$ cat src/mst_pkg.sv
package mst_pkg;

	// ------------------------------------------------------------
	// Counts and display values
	// ------------------------------------------------------------
	localparam int unsigned CNT_W        = 11;
	localparam logic [10:0] DIG_COUNT    = 11'h760;
	localparam logic [10:0] FULL_SCALE   = 11'h7cf;
	localparam logic [10:0] INTEG_COUNTS = 11'h3e8;
	localparam logic [10:0] PASS_MAIN_LO = 11'h3e3;
	localparam logic [10:0] PASS_MAIN_HI = 11'h3ed;
	localparam logic [10:0] PASS_DISS_HI = 11'h005;

	// ------------------------------------------------------------
	// Sequence shape
	// ------------------------------------------------------------
	localparam int unsigned NUM_RANGES    = 5;
	localparam int unsigned RANGE_W       = 3;
	localparam int unsigned DP_STEPS      = 3;
	localparam int unsigned SAMPLE_EDGES  = 8;
	localparam int unsigned ABSENT_CYCLES = 64;

	// ------------------------------------------------------------
	// Timing
	// ------------------------------------------------------------
	localparam int unsigned CLK_MHZ     = 250;
	localparam int unsigned NULL_NS     = 40;
	localparam int unsigned NULL_CYCLES = (NULL_NS * CLK_MHZ + 999) / 1000;

	// ------------------------------------------------------------
	// Types
	// ------------------------------------------------------------
	typedef enum logic [1:0] {
		MST_NORMAL  = 2'h0,
		MST_DIGITAL = 2'h1,
		MST_ANALOG  = 2'h2
	} mst_mode_t;

	typedef enum logic [1:0] {
		MST_SERIES_INDUCTANCE_FN    = 2'h0,
		MST_PARALLEL_CAPACITANCE_FN = 2'h1,
		MST_SERIES_RESISTANCE_FN    = 2'h2
	} mst_fn_t;

	typedef enum logic [7:0] {
		MST_IDLE     = 8'h00,
		MST_WAIT     = 8'h01,
		MST_NULL     = 8'h02,
		MST_INTEG    = 8'h03,
		MST_DISCH    = 8'h04,
		MST_SHOW     = 8'h05,
		MST_INTERVAL = 8'h06
	} mst_state_t;

endpackage

$ cat src/mst_tmr_if.sv
`timescale 1ns/1ps
interface mst_tmr_if;
	logic start;
	logic done;

	modport seq (output start, input done);
	modport tmr (input start, output done);
endinterface

$ cat src/mst_interval_timer.sv
`timescale 1ns/1ps
module mst_interval_timer #(
	parameter int unsigned SAMPLE_EDGES  = mst_pkg::SAMPLE_EDGES,
	parameter int unsigned ABSENT_CYCLES = mst_pkg::ABSENT_CYCLES
) (
	// Clock and reset
	input  wire logic clk_i,
	input  wire logic rst_b_i,
	// Reference sample clock, taken as synchronous
	input  wire logic quad_ref_sample_clock_i,
	// Sequencer side
	mst_tmr_if.tmr    tif
);
	initial begin
		if (SAMPLE_EDGES < 1 || SAMPLE_EDGES > 255 || ABSENT_CYCLES < 1 || ABSENT_CYCLES > 65535) begin
			$error("mst_interval_timer: parameter out of range");
		end
	end

	logic        busy_reg, busy_next;
	logic        done_reg, done_next;
	logic        prev_reg, prev_next;
	logic [7:0]  edge_reg, edge_next;
	logic [15:0] idle_reg, idle_next;

	// ------------------------------------------------------------
	// Interval count: reference edges, or an idle timeout if edges stop
	// ------------------------------------------------------------
	always_comb begin
		busy_next = busy_reg;
		done_next = 1'b0;
		prev_next = quad_ref_sample_clock_i;
		edge_next = edge_reg;
		idle_next = idle_reg;
		if (tif.start) begin
			busy_next = 1'b1;
			edge_next = 8'h00;
			idle_next = 16'h0000;
		end else if (busy_reg) begin
			if (quad_ref_sample_clock_i && !prev_reg) begin
				edge_next = edge_reg + 8'h01;
				idle_next = 16'h0000;
				if (edge_reg == 8'(SAMPLE_EDGES - 1)) begin
					busy_next = 1'b0;
					done_next = 1'b1;
				end
			end else begin
				idle_next = idle_reg + 16'h0001;
				if (idle_reg == 16'(ABSENT_CYCLES - 1)) begin
					busy_next = 1'b0; // Missing reference still ends the wait
					done_next = 1'b1;
				end
			end
		end
	end

	always_ff @(posedge clk_i or negedge rst_b_i) begin
		if (!rst_b_i) begin
			busy_reg <= 1'b0;
			done_reg <= 1'b0;
			prev_reg <= 1'b0;
			edge_reg <= 8'h00;
			idle_reg <= 16'h0000;
		end else begin
			busy_reg <= busy_next;
			done_reg <= done_next;
			prev_reg <= prev_next;
			edge_reg <= edge_next;
			idle_reg <= idle_next;
		end
	end

	assign tif.done = done_reg;
endmodule

$ cat src/mst_self_test_seq.sv
`timescale 1ns/1ps
module mst_self_test_seq #(
	parameter int unsigned NUM_RANGES    = mst_pkg::NUM_RANGES,
	parameter int unsigned SAMPLE_EDGES  = mst_pkg::SAMPLE_EDGES,
	parameter int unsigned ABSENT_CYCLES = mst_pkg::ABSENT_CYCLES
) (
	// Clock and reset
	input  wire logic        clk_i,
	input  wire logic        rst_b_i,
	// Front panel
	input  wire logic [1:0]  test_sel_i,
	input  wire logic        external_trigger_mode_i,
	input  wire logic        manual_trigger_i,
	// Analog section status
	input  wire logic        integrator_saturated_i,
	input  wire logic        quad_ref_sample_clock_i,
	input  wire logic        zero_cross_i,
	// Analog section controls
	output logic [2:0]       range_sel_o,
	output logic [1:0]       function_sel_o,
	output logic             phase_quad_o,
	output logic             integrate_o,
	output logic             discharge_o,
	output logic             offset_null_ctl_o,
	// Displays
	output logic [10:0]      main_count_o,
	output logic             main_neg_o,
	output logic             main_blank_o,
	output logic [10:0]      diss_count_o,
	output logic             diss_blank_o,
	output logic [1:0]       decimal_pos_o,
	output logic             out_of_range_o,
	output logic             pass_o,
	output logic             fault_o,
	// Trace
	output logic [7:0]       state_code_o
);
	initial begin
		if (NUM_RANGES < 1 || NUM_RANGES > 7) begin
			$error("mst_self_test_seq: NUM_RANGES out of range");
		end
	end

	localparam logic [2:0] LAST_RANGE = 3'(NUM_RANGES);

	mst_tmr_if tif ();

	mst_interval_timer #(
		.SAMPLE_EDGES  (SAMPLE_EDGES),
		.ABSENT_CYCLES (ABSENT_CYCLES)
	) u_timer (
		.clk_i                   (clk_i),
		.rst_b_i                 (rst_b_i),
		.quad_ref_sample_clock_i (quad_ref_sample_clock_i),
		.tif                     (tif.tmr)
	);

	mst_pkg::mst_state_t state_reg, state_next;
	mst_pkg::mst_mode_t  mode_reg, mode_next;
	logic [2:0]  range_reg, range_next;
	logic [1:0]  fn_reg, fn_next;
	logic        rd_reg, rd_next;
	logic [10:0] cnt_reg, cnt_next;
	logic [10:0] mres_reg, mres_next;
	logic [10:0] dres_reg, dres_next;
	logic        never_reg, never_next;
	logic        immed_reg, immed_next;
	logic        sat_reg, sat_next;
	logic        wrap_reg, wrap_next;
	logic        tstart_reg, tstart_next;
	logic [10:0] mcnt_next, dcnt_next;
	logic        mneg_next, mblank_next, dblank_next, pass_next, fault_next;
	logic [1:0]  dp_next;
	logic        over;

	assign over = (range_reg == LAST_RANGE);
	assign tif.start = tstart_reg;

	// ------------------------------------------------------------
	// Sequencer next state
	// ------------------------------------------------------------
	always_comb begin
		state_next  = state_reg;
		mode_next   = mode_reg;
		range_next  = range_reg;
		fn_next     = fn_reg;
		rd_next     = rd_reg;
		cnt_next    = cnt_reg;
		mres_next   = mres_reg;
		dres_next   = dres_reg;
		never_next  = never_reg;
		immed_next  = immed_reg;
		sat_next    = sat_reg;
		wrap_next   = wrap_reg;
		tstart_next = 1'b0;
		mcnt_next   = main_count_o;
		mneg_next   = main_neg_o;
		mblank_next = main_blank_o;
		dcnt_next   = diss_count_o;
		dblank_next = diss_blank_o;
		dp_next     = decimal_pos_o;
		pass_next   = pass_o;
		fault_next  = fault_o;
		unique case (state_reg)
			mst_pkg::MST_IDLE: begin
				range_next = 3'h0;
				fn_next    = 2'h0;
				rd_next    = 1'b0;
				wrap_next  = 1'b0;
				if (test_sel_i == mst_pkg::MST_DIGITAL || test_sel_i == mst_pkg::MST_ANALOG) begin
					mode_next  = mst_pkg::mst_mode_t'(test_sel_i);
					state_next = mst_pkg::MST_WAIT;
				end else begin
					mode_next = mst_pkg::MST_NORMAL;
				end
			end
			mst_pkg::MST_WAIT: begin
				if (!external_trigger_mode_i || manual_trigger_i) begin
					cnt_next = 11'h000;
					rd_next  = 1'b0;
					sat_next = 1'b0;
					state_next = (mode_reg == mst_pkg::MST_DIGITAL) ? mst_pkg::MST_SHOW
						: mst_pkg::MST_NULL;
				end
			end
			mst_pkg::MST_NULL: begin
				cnt_next = cnt_reg + 11'h001;
				if (cnt_reg == 11'(mst_pkg::NULL_CYCLES - 1)) begin
					cnt_next   = 11'h000;
					state_next = mst_pkg::MST_INTEG;
				end
			end
			mst_pkg::MST_INTEG: begin
				cnt_next = cnt_reg + 11'h001;
				if (integrator_saturated_i) begin
					sat_next = 1'b1;
				end
				if (cnt_reg == mst_pkg::INTEG_COUNTS - 11'h001) begin
					cnt_next   = 11'h000;
					state_next = mst_pkg::MST_DISCH;
				end
			end
			mst_pkg::MST_DISCH: begin
				cnt_next = cnt_reg + 11'h001;
				if (zero_cross_i || cnt_reg == mst_pkg::FULL_SCALE) begin
					cnt_next = 11'h000;
					if (!rd_reg) begin
						mres_next  = cnt_reg;
						never_next = !zero_cross_i;
						immed_next = zero_cross_i && (cnt_reg == 11'h000);
						rd_next    = 1'b1;
						state_next = mst_pkg::MST_NULL;
					end else begin
						dres_next  = zero_cross_i ? cnt_reg : mst_pkg::FULL_SCALE;
						state_next = mst_pkg::MST_SHOW;
					end
				end
			end
			mst_pkg::MST_SHOW: begin
				dp_next     = 2'(range_reg % 3'(mst_pkg::DP_STEPS));
				mneg_next   = 1'b0;
				mblank_next = over;
				dblank_next = over;
				pass_next   = 1'b0;
				fault_next  = 1'b0;
				if (mode_reg == mst_pkg::MST_DIGITAL) begin
					mcnt_next  = mst_pkg::DIG_COUNT;
					dcnt_next  = mst_pkg::DIG_COUNT;
					range_next = over ? 3'h0 : range_reg + 3'h1;
					wrap_next  = over;
				end else begin
					mcnt_next   = mres_reg;
					dcnt_next   = dres_reg;
					mblank_next = 1'b0;
					dblank_next = 1'b0;
					if (over && (never_reg || immed_reg)) begin
						mblank_next = 1'b1;
						dblank_next = 1'b1;
					end else if (never_reg) begin
						mcnt_next = mst_pkg::FULL_SCALE;
					end else if (immed_reg && sat_reg) begin
						mcnt_next = mst_pkg::FULL_SCALE;
						dcnt_next = mst_pkg::FULL_SCALE;
					end else if (immed_reg) begin
						mcnt_next   = 11'h000;
						mneg_next   = 1'b1;
						dblank_next = 1'b1;
					end
					pass_next = !over && !never_reg && !immed_reg
						&& mres_reg >= mst_pkg::PASS_MAIN_LO
						&& mres_reg <= mst_pkg::PASS_MAIN_HI
						&& dres_reg <= mst_pkg::PASS_DISS_HI;
					fault_next = !over && !pass_next;
					if (fn_reg == 2'(mst_pkg::MST_SERIES_RESISTANCE_FN)) begin
						fn_next    = 2'h0;
						range_next = over ? 3'h0 : range_reg + 3'h1;
						wrap_next  = over;
					end else begin
						fn_next = fn_reg + 2'h1;
					end
				end
				tstart_next = 1'b1;
				state_next  = mst_pkg::MST_INTERVAL;
			end
			mst_pkg::MST_INTERVAL: begin
				if (tif.done) begin
					state_next = wrap_reg ? mst_pkg::MST_IDLE : mst_pkg::MST_WAIT;
				end
			end
			default: begin
				state_next = mst_pkg::MST_IDLE;
			end
		endcase
	end

	always_ff @(posedge clk_i or negedge rst_b_i) begin
		if (!rst_b_i) begin
			state_reg         <= mst_pkg::MST_IDLE;
			mode_reg          <= mst_pkg::MST_NORMAL;
			range_reg         <= 3'h0;
			fn_reg            <= 2'h0;
			rd_reg            <= 1'b0;
			cnt_reg           <= 11'h000;
			mres_reg          <= 11'h000;
			dres_reg          <= 11'h000;
			never_reg         <= 1'b0;
			immed_reg         <= 1'b0;
			sat_reg           <= 1'b0;
			wrap_reg          <= 1'b0;
			tstart_reg        <= 1'b0;
			main_count_o      <= 11'h000;
			main_neg_o        <= 1'b0;
			main_blank_o      <= 1'b1;
			diss_count_o      <= 11'h000;
			diss_blank_o      <= 1'b1;
			decimal_pos_o     <= 2'h0;
			pass_o            <= 1'b0;
			fault_o           <= 1'b0;
			range_sel_o       <= 3'h0;
			function_sel_o    <= 2'h0;
			phase_quad_o      <= 1'b0;
			integrate_o       <= 1'b0;
			discharge_o       <= 1'b0;
			offset_null_ctl_o <= 1'b0;
			out_of_range_o    <= 1'b0;
			state_code_o      <= 8'h00;
		end else begin
			state_reg         <= state_next;
			mode_reg          <= mode_next;
			range_reg         <= range_next;
			fn_reg            <= fn_next;
			rd_reg            <= rd_next;
			cnt_reg           <= cnt_next;
			mres_reg          <= mres_next;
			dres_reg          <= dres_next;
			never_reg         <= never_next;
			immed_reg         <= immed_next;
			sat_reg           <= sat_next;
			wrap_reg          <= wrap_next;
			tstart_reg        <= tstart_next;
			main_count_o      <= mcnt_next;
			main_neg_o        <= mneg_next;
			main_blank_o      <= mblank_next;
			diss_count_o      <= dcnt_next;
			diss_blank_o      <= dblank_next;
			decimal_pos_o     <= dp_next;
			pass_o            <= pass_next;
			fault_o           <= fault_next;
			range_sel_o       <= range_next;
			function_sel_o    <= fn_next;
			phase_quad_o      <= rd_next;
			integrate_o       <= (state_next == mst_pkg::MST_INTEG);
			discharge_o       <= (state_next == mst_pkg::MST_DISCH);
			offset_null_ctl_o <= (state_next == mst_pkg::MST_NULL);
			out_of_range_o    <= (range_next == LAST_RANGE);
			state_code_o      <= state_next;
		end
	end

	// ------------------------------------------------------------
	// Checks
	// ------------------------------------------------------------
	logic [10:0] integ_len_reg;
	always_ff @(posedge clk_i or negedge rst_b_i) begin
		if (!rst_b_i) begin
			integ_len_reg <= 11'h000;
		end else begin
			integ_len_reg <= integrate_o ? integ_len_reg + 11'h001 : 11'h000;
		end
	end
endmodule

$ cat config.mk
export PLATFORM = sky130hd
export DESIGN_NAME = mst_self_test_seq
export DESIGN_NICKNAME = d
export VERILOG_FILES = /design/src/mst_pkg.sv /design/src/mst_tmr_if.sv /design/src/mst_interval_timer.sv /design/src/mst_self_test_seq.sv
export SDC_FILE = /design/constraint.sdc
export NUM_CORES = 1
export LEC_CHECK = 0
export BUFFER_PORTS_ARGS = -buffer_cell sky130_fd_sc_hd__buf_2
export CAP_MARGIN = 20
export CORE_MARGIN = 2
export CORE_UTILIZATION = 37
export CTS_CLUSTER_DIAMETER = 120
export CTS_CLUSTER_SIZE = 14
export DETAILED_ROUTE_END_ITERATION = 10
export SLEW_MARGIN = 10
export SYNTH_ARGS = -nofsm -noshare
export SYNTH_HDL_FRONTEND = slang
export SYNTH_SLANG_ARGS = --single-unit
$ cat constraint.sdc
create_clock -name clk_i -period 3.3 [get_ports clk_i]
set_input_delay 0.165 -clock clk_i [delete_from_list [all_inputs] [get_ports clk_i]]
set_output_delay 0.165 -clock clk_i [all_outputs]
set_load 0.03 [all_outputs]
==> results of run 1 <==
## power groups by stage
stage / Clock (mW) / Sequential (mW) / Combinational [mW]
2_1_floorplan: 0 / 1.56 / 0.165
3_3_place_gp: 0 / 1.57 / 0.246
3_5_place_dp: 0 / 1.57 / 0.254
4_1_cts: 2.08 / 1.55 / 0.257
5_1_grt: 2.15 / 1.57 / 0.294
6_report: 2.05 / 1.55 / 0.253
## final timing paths
check / start / end / depth (start not counted)
setup / recovery: state_reg[6]$_DFF_PN0_ / offset_null_ctl_o$_DFF_PN0_ / 5
setup reg to reg: state_reg[6]$_DFF_PN0_ / offset_null_ctl_o$_DFF_PN0_ / 5
hold reg to reg: diss_count_o[7]$_DFFE_PN0N_ / diss_count_o[7]$_DFFE_PN0N_ / 2
min in group asynchronous: rst_b_i / state_reg[3]$_DFF_PN0_ / 2
hold / removal: integrator_saturated_i / sat_reg$_DFFE_PN0P_ / 3
max in group asynchronous: rst_b_i / diss_blank_o$_DFFE_PN1N_ / 3
## layout make-up
cell class,instances,area (µm²),share of cell area
Clock buffer,23,488,0.0752
Inverter,15,56.3,0.00867
Timing Repair Buffer,62,348,0.0536
Clock inverter,9,175,0.0270
Sequential cell,114,2860,0.440
Tap cell,180,225,0.0347
Multi-Input combinational cell,394,2340,0.361
## worst max-delay path: stages, from the launching register on
cell      delay (ps)
dfrtp_1          370
or4_4            620
or3_1            390
or3_1            670
o211ai_1         280
nor3b_1          270
## metrics by stage
step / setup WS (ps) / cells
floorplan: 859 / 546
global placement: 721 / 763
detailed placement: 629 / 763
CTS: 591 / 797
global route: 423 / 797
finish: 592 / 797
## layer usage
| layer | wire length [µm] | vias up | GRT usage | part of all wire |
|---|---|---|---|---|
| met5 | 0 | - | 0 | 0 |
| met4 | 205 | 0 | 0.0621 | 0.017 |
| met3 | 524 | 16 | 0.0494 | 0.043 |
| met2 | 5500 | 99 | 0.239 | 0.45 |
| met1 | 5980 | 2015 | 0.233 | 0.49 |
| li1 | - | 2055 | - | - |
## Yosys cell counts, types with 4 or more instances
library cell  instances  area (µm²)
xnor2_1               5        43.8
nand2_1              63         236
or3_1                 5        31.3
dfrtp_1             112        2800
a22o_1                7        61.3
o21ai_0              38         190
a21o_1                4        30.0
ha_1                  8         100
mux2_4                8         120
nor4_1                7        43.8
nor2_1               57         214
clkbuf_1             16        60.1
inv_1                14        52.6
a31oi_1               4        25.0
mux2i_1               4        40.0
o31ai_1               6        45.0
buf_6                 4        45.0
nand3_1              12        60.1
o21ai_1               6        30.0
nand4_1              17         106
nor3_1               20         100
nand2b_1             14        87.6
and3_1                7        43.8
nor2b_1               7        43.8
xor2_1               14         123
a21oi_1              30         150
## cells by family after synthesis
logic type,after synthesis,share of synthesized area
other,1,0.000700
xor gates and xnor gates,19,0.0310
adders and majority gates,8,0.0187
muxes,14,0.0341
AOI/OAI and AO/OA,113,0.130
and+or+nand+nor,235,0.220
buffers and inverters,38,0.0327
DFF,114,0.533
## placed cells by master, fill, tap and decap left out, drive strengths merged, types with 6 or more instances in the layout
cell      n
and3      7
inv      15
xor2     14
mux2     10
nor3     20
nand2b   14
o21ai    44
clkbuf   23
ha        8
dfrtp   112
o31ai     6
nand4    17
a21oi    30
nor2b     7
nor2     57
nand3    12
buf      60
a22o      7
nor4      8
or3       6
nand2    63
## what timing repair did
action / in CTS / in global routing
hold endpoints to repair: 48 / 0
hold buffers: 2 / 0
setup endpoints to repair: 0 / 0
==> metrics.csv, run 1 <==
metric,value,unit
outcome,"finished, final reports clean",
Mean Syn Cell Area,9.89,µm²
cell area after layout,0.00649,mm²
Fin Hold WS,35.8,ps
Comb pwr share,0.066,
final worst-path cycle share,0.821,
Post-synth EDFFs,0,
CP Data Required Time,3610,ps
Achievable Freq,369,MHz
final setup fails,0,
crit path DAT,3020,ps
max FFs per register,16,
post-synthesis instance total,542,
GRT overflow,0,
max_cap viols,0,
Synth Register Bits,114,
layout cells sized above 1,0.180,
total power,3.85,mW
Synth async-reset ratio,1.00,
"Seq/Total Area, Yosys",0.533,
Crit Path Max Fanout,20,
"Core Util, Final",0.462,
initial antenna violation count,0,
Starting Density,0.382,
Pre-Repair DR Iteration Count,5,
chip width,124,µm
library cells used by synthesis,60,
WL/cell,15.3,µm
# Post-CTS Setup Buffers,0,
RSZ-0062 raised after global routing,false,
Worst VDD drop,0.382,mV
Net Sw Frac,0.227,
Die H,124,µm
YS warnings,0,
Clk pwr share,0.531,
Post-DP HPWL,8460,µm
Via density,5.25,
# clock sinks,114,
Pwr Density,593,mW/mm²
DIE AREA,0.0155,mm²
DR iter-0 viols,375,
residual DRC count,0,
Clock Skew,9.42,ps
Filler cells,1328,
sequential share of power,0.403,
clock tree buffer depth,2,
Synth-to-Final Area Change,21.1,%
I/O pins,56,
Post-synth top flop,dfrtp_1,
largest net degree at the start of global routing,68,
PortBufs,55,
Leak,3.10,nW
Slew Limit Headroom,0.393,
HP Class,primary input to flip-flop,
nature of the critical path endpoint,flip-flop,
min Tclk post-route,2710,ps
"Cell Area, Placed",0.00581,mm²
post-synthesis cell area,0.00536,mm²
Post-DRT Antenna Nets,0,
clock insertion delay at the later pin of the skew report,410,ps
CTS tree,yes,
WS Path Type,flip-flop to flip-flop,
via count,4185,
Total GRT Usage,0.165,
RD Place Congestion,0.828,
vias in the first global route,4131,
H-tree lvl count,4,
Num CTS Buffers,17,
first-pass GRT wire length,20900,µm
worst slew pin tran,898,ps
internal power,2.98,mW
max-slew violation count,0,
FP Rows,43,
setup TNS,0,ps
post-CTS sizing,0,
reg2reg setup slack,590,ps
layout net count,621,
CTS root buf,clkbuf_16,
"CTS clk-pin slew, worst paths",60,ps
CP Launch Type,flip-flop,
sw power,875,µW
number of inserted diodes,0,
Core Footprint,0.0140,mm²
Final Hold Fails,0,
DRT Wirelength,12200,µm
No activity file was read; power rests on OpenSTA's default activity.
==> run 2, diff against run 1 <==
ABC_AREA = 1   (was unset)
clock period = 2.7 ns   (was 3.3 ns; I/O delays follow)
==> metrics.csv, run 2 <==
metric,value,unit
outcome,"finished, final reports clean",
Fin Hold WS,34.8,ps
"CTS clk-pin slew, worst paths",50,ps
via count,4900,
"Core Util, Final",0.445,
Clock Skew,7.37,ps
I/O pins,56,
final worst-path cycle share,0.718,
Yosys top cell area share,0.477,
initial antenna violation count,0,
worst slew pin tran,602,ps
Final Hold Fails,0,
Adder-Cell Fraction of Synth Area,0.0170,
final worst slack,763,ps
number of inserted diodes,0,
Synth async-reset ratio,1.00,
Compound-Gate Fraction of Synth Area,0.119,
max_cap viols,0,
final std cells w/o fill,1026,
largest family of logic cells by synthesized area,simple AND/OR/NAND/NOR gates,
residual DRC count,0,
most frequent cells in the layout,"170 x nand2_1, 112 x dfrtp_1, 93 x inv_1, 80 x nor2_1, 54 x buf_2",
CP Launch Type,flip-flop,
Synth Register Bits,114,
max-slew violation count,0,
post-CTS sizing,0,
Crit Path Max Fanout,19,
CP Data Required Time,3000,ps
Post-synth top cells,"170 x nand2_1, 112 x dfrtp_1, 93 x inv_1",
Max stage delay on crit path,370,ps
Achievable Freq,516,MHz
post-synthesis instance total,728,
DP Cell Count,993,
Core Footprint,0.0157,mm²
"critical path, cell by cell",inv_1 > nand2_2 > nor2_8 > inv_2 > nor2_8 > nand2_2 > clkinv_2 > nand2_1 > a21oi_1 > nor2_1,
chip width,130,µm
Slew Limit Headroom,0.599,
leading post-synthesis cells by cell area,"dfrtp_1 48%, nand2_1 11%, inv_1 5.9%, nor2_1 5.1%, nand3_1 4.4%",
total power,4.44,mW
min Tclk post-route,1940,ps
Num CTS Buffers,17,
RD Place Congestion,0.881,
"commonest non-fill, non-tap cell in the layout",nand2_1,
WS Path Type,flip-flop to flip-flop,
multiplexer share of the synthesized area,0.00192,
Place WS,753,ps
clock insertion delay at the later pin of the skew report,420,ps
crit path DAT,2240,ps
layout cells sized above 1,0.173,
GRT overflow,0,
library cells used by synthesis,43,
# clock sinks,114,
Die H,130,µm
most common cell in the synthesized netlist,nand2_1,
Post-DP HPWL,10200,µm
vias in the first global route,4600,
cell area after layout,0.00699,mm²
WL/cell,13.4,µm
layout net count,816,
# Post-CTS Setup Buffers,0,
Pwr Density,635,mW/mm²
CTS Hold Bufs,3,
Post-Synth XOR/XNOR Area,0.0104,
PortBufs,55,
max FFs per register,16,
first-pass GRT wire length,23100,µm
Post-synth EDFFs,0,
Starting Density,0.374,
DIE AREA,0.0169,mm²
Post-synth top flop,dfrtp_1,
DR iter-0 viols,304,
RSZ-0062 raised after global routing,false,
area taken by multi-input logic gates,0.00254,mm²
final setup fails,0,
Worst VDD drop,0.410,mV
Pre-Repair DR Iteration Count,5,
Synth-to-Final Area Change,18.9,%
clock tree buffer depth,2,
post-synthesis cell area,0.00588,mm²
YS warnings,0,
sequential cell area,0.00286,mm²
Mean Syn Cell Area,8.07,µm²
"Cell Area, Placed",0.00638,mm²
largest net degree at the start of global routing,70,
DRT Wirelength,13700,µm
H-tree lvl count,4,
Leak,3.67,nW
Post-DRT Antenna Nets,0,
slowest CP cell,dfrtp_1,
Synth Area in Simple Gates,0.282,
FP Rows,46,
HP Class,primary input to flip-flop,
setup TNS,0,ps
Filler cells,1587,
CTS root buf,clkbuf_16,
nature of the critical path endpoint,flip-flop,
most area-hungry cell type in the Yosys netlist,dfrtp_1,
CTS tree,yes,
"Seq/Total Area, Yosys",0.486,
Via density,4.78,
Total GRT Usage,0.177,
## run 2: cell types whose count changed in the layout (fill, tap and decap cells not counted), sizes merged, moves of 8 or more
cell / before / now
nand2b: 14 / 0
xor2: 14 / 6
nand2: 63 / 182
nor2: 57 / 90
o21ai: 44 / 63
nand3: 12 / 58
mux2: 10 / 1
inv: 15 / 102
## run 2: path summary, 6_finish.rpt
check	startpoint	endpoint	slack, ps	cells past startpoint
worst max register to register	state_reg[5]$_DFF_PN0_	main_count_o[8]$_DFFE_PN0N_	760	10
max in group asynchronous	rst_b_i	main_blank_o$_DFFE_PN1N_	1650	3
worst max-delay path	state_reg[5]$_DFF_PN0_	main_count_o[8]$_DFFE_PN0N_	760	10
worst min-delay path	zero_cross_i	never_reg$_DFFE_PN0P_	30	2
worst min register to register	tif.start$_DFF_PN0_	u_timer.edge_reg[7]$_DFFE_PN0P_	470	1
min in group asynchronous	rst_b_i	u_timer.idle_reg[10]$_DFFE_PN0P_	270	2
## run 2: critical path, delay by kind of cell (launching register included)
kind	cells	cell delay (ps)
AND/OR/NAND/NOR	6	930
AO/OA/AOI/OAI	1	160
flip-flops	1	370
buffers and inverters	3	350
## run 2: final cells by class
cell class / count / area share
Tap cell: 216 / 0.0387
Clock inverter: 5 / 0.0107
Multi-Input combinational cell: 502 / 0.364
Timing Repair Buffer: 60 / 0.0480
Inverter: 104 / 0.0575
Clock buffer: 25 / 0.0723
Sequential cell: 114 / 0.409
## run 2: cell families after synthesis
family / Yosys count
buf+inv: 116
mux: 1
flops: 114
other cells: 1
fa+ha+maj: 8
compound gates: 117
simple gates: 364
xor+xnor: 7
## run 2: report_power, final
part	total (mW)	switching [mW]	internal, mW
logic	0.362	0.243	0.119
clock network	2.19	0.731	1.46
registers	1.88	0.0776	1.81
## run 2: layer usage
metal | wire, µm | global-route usage
met1 | 7030 | 0.254
met2 | 5880 | 0.257
met3 | 665 | 0.0508
met4 | 152 | 0.0576
met5 | 0 | 0
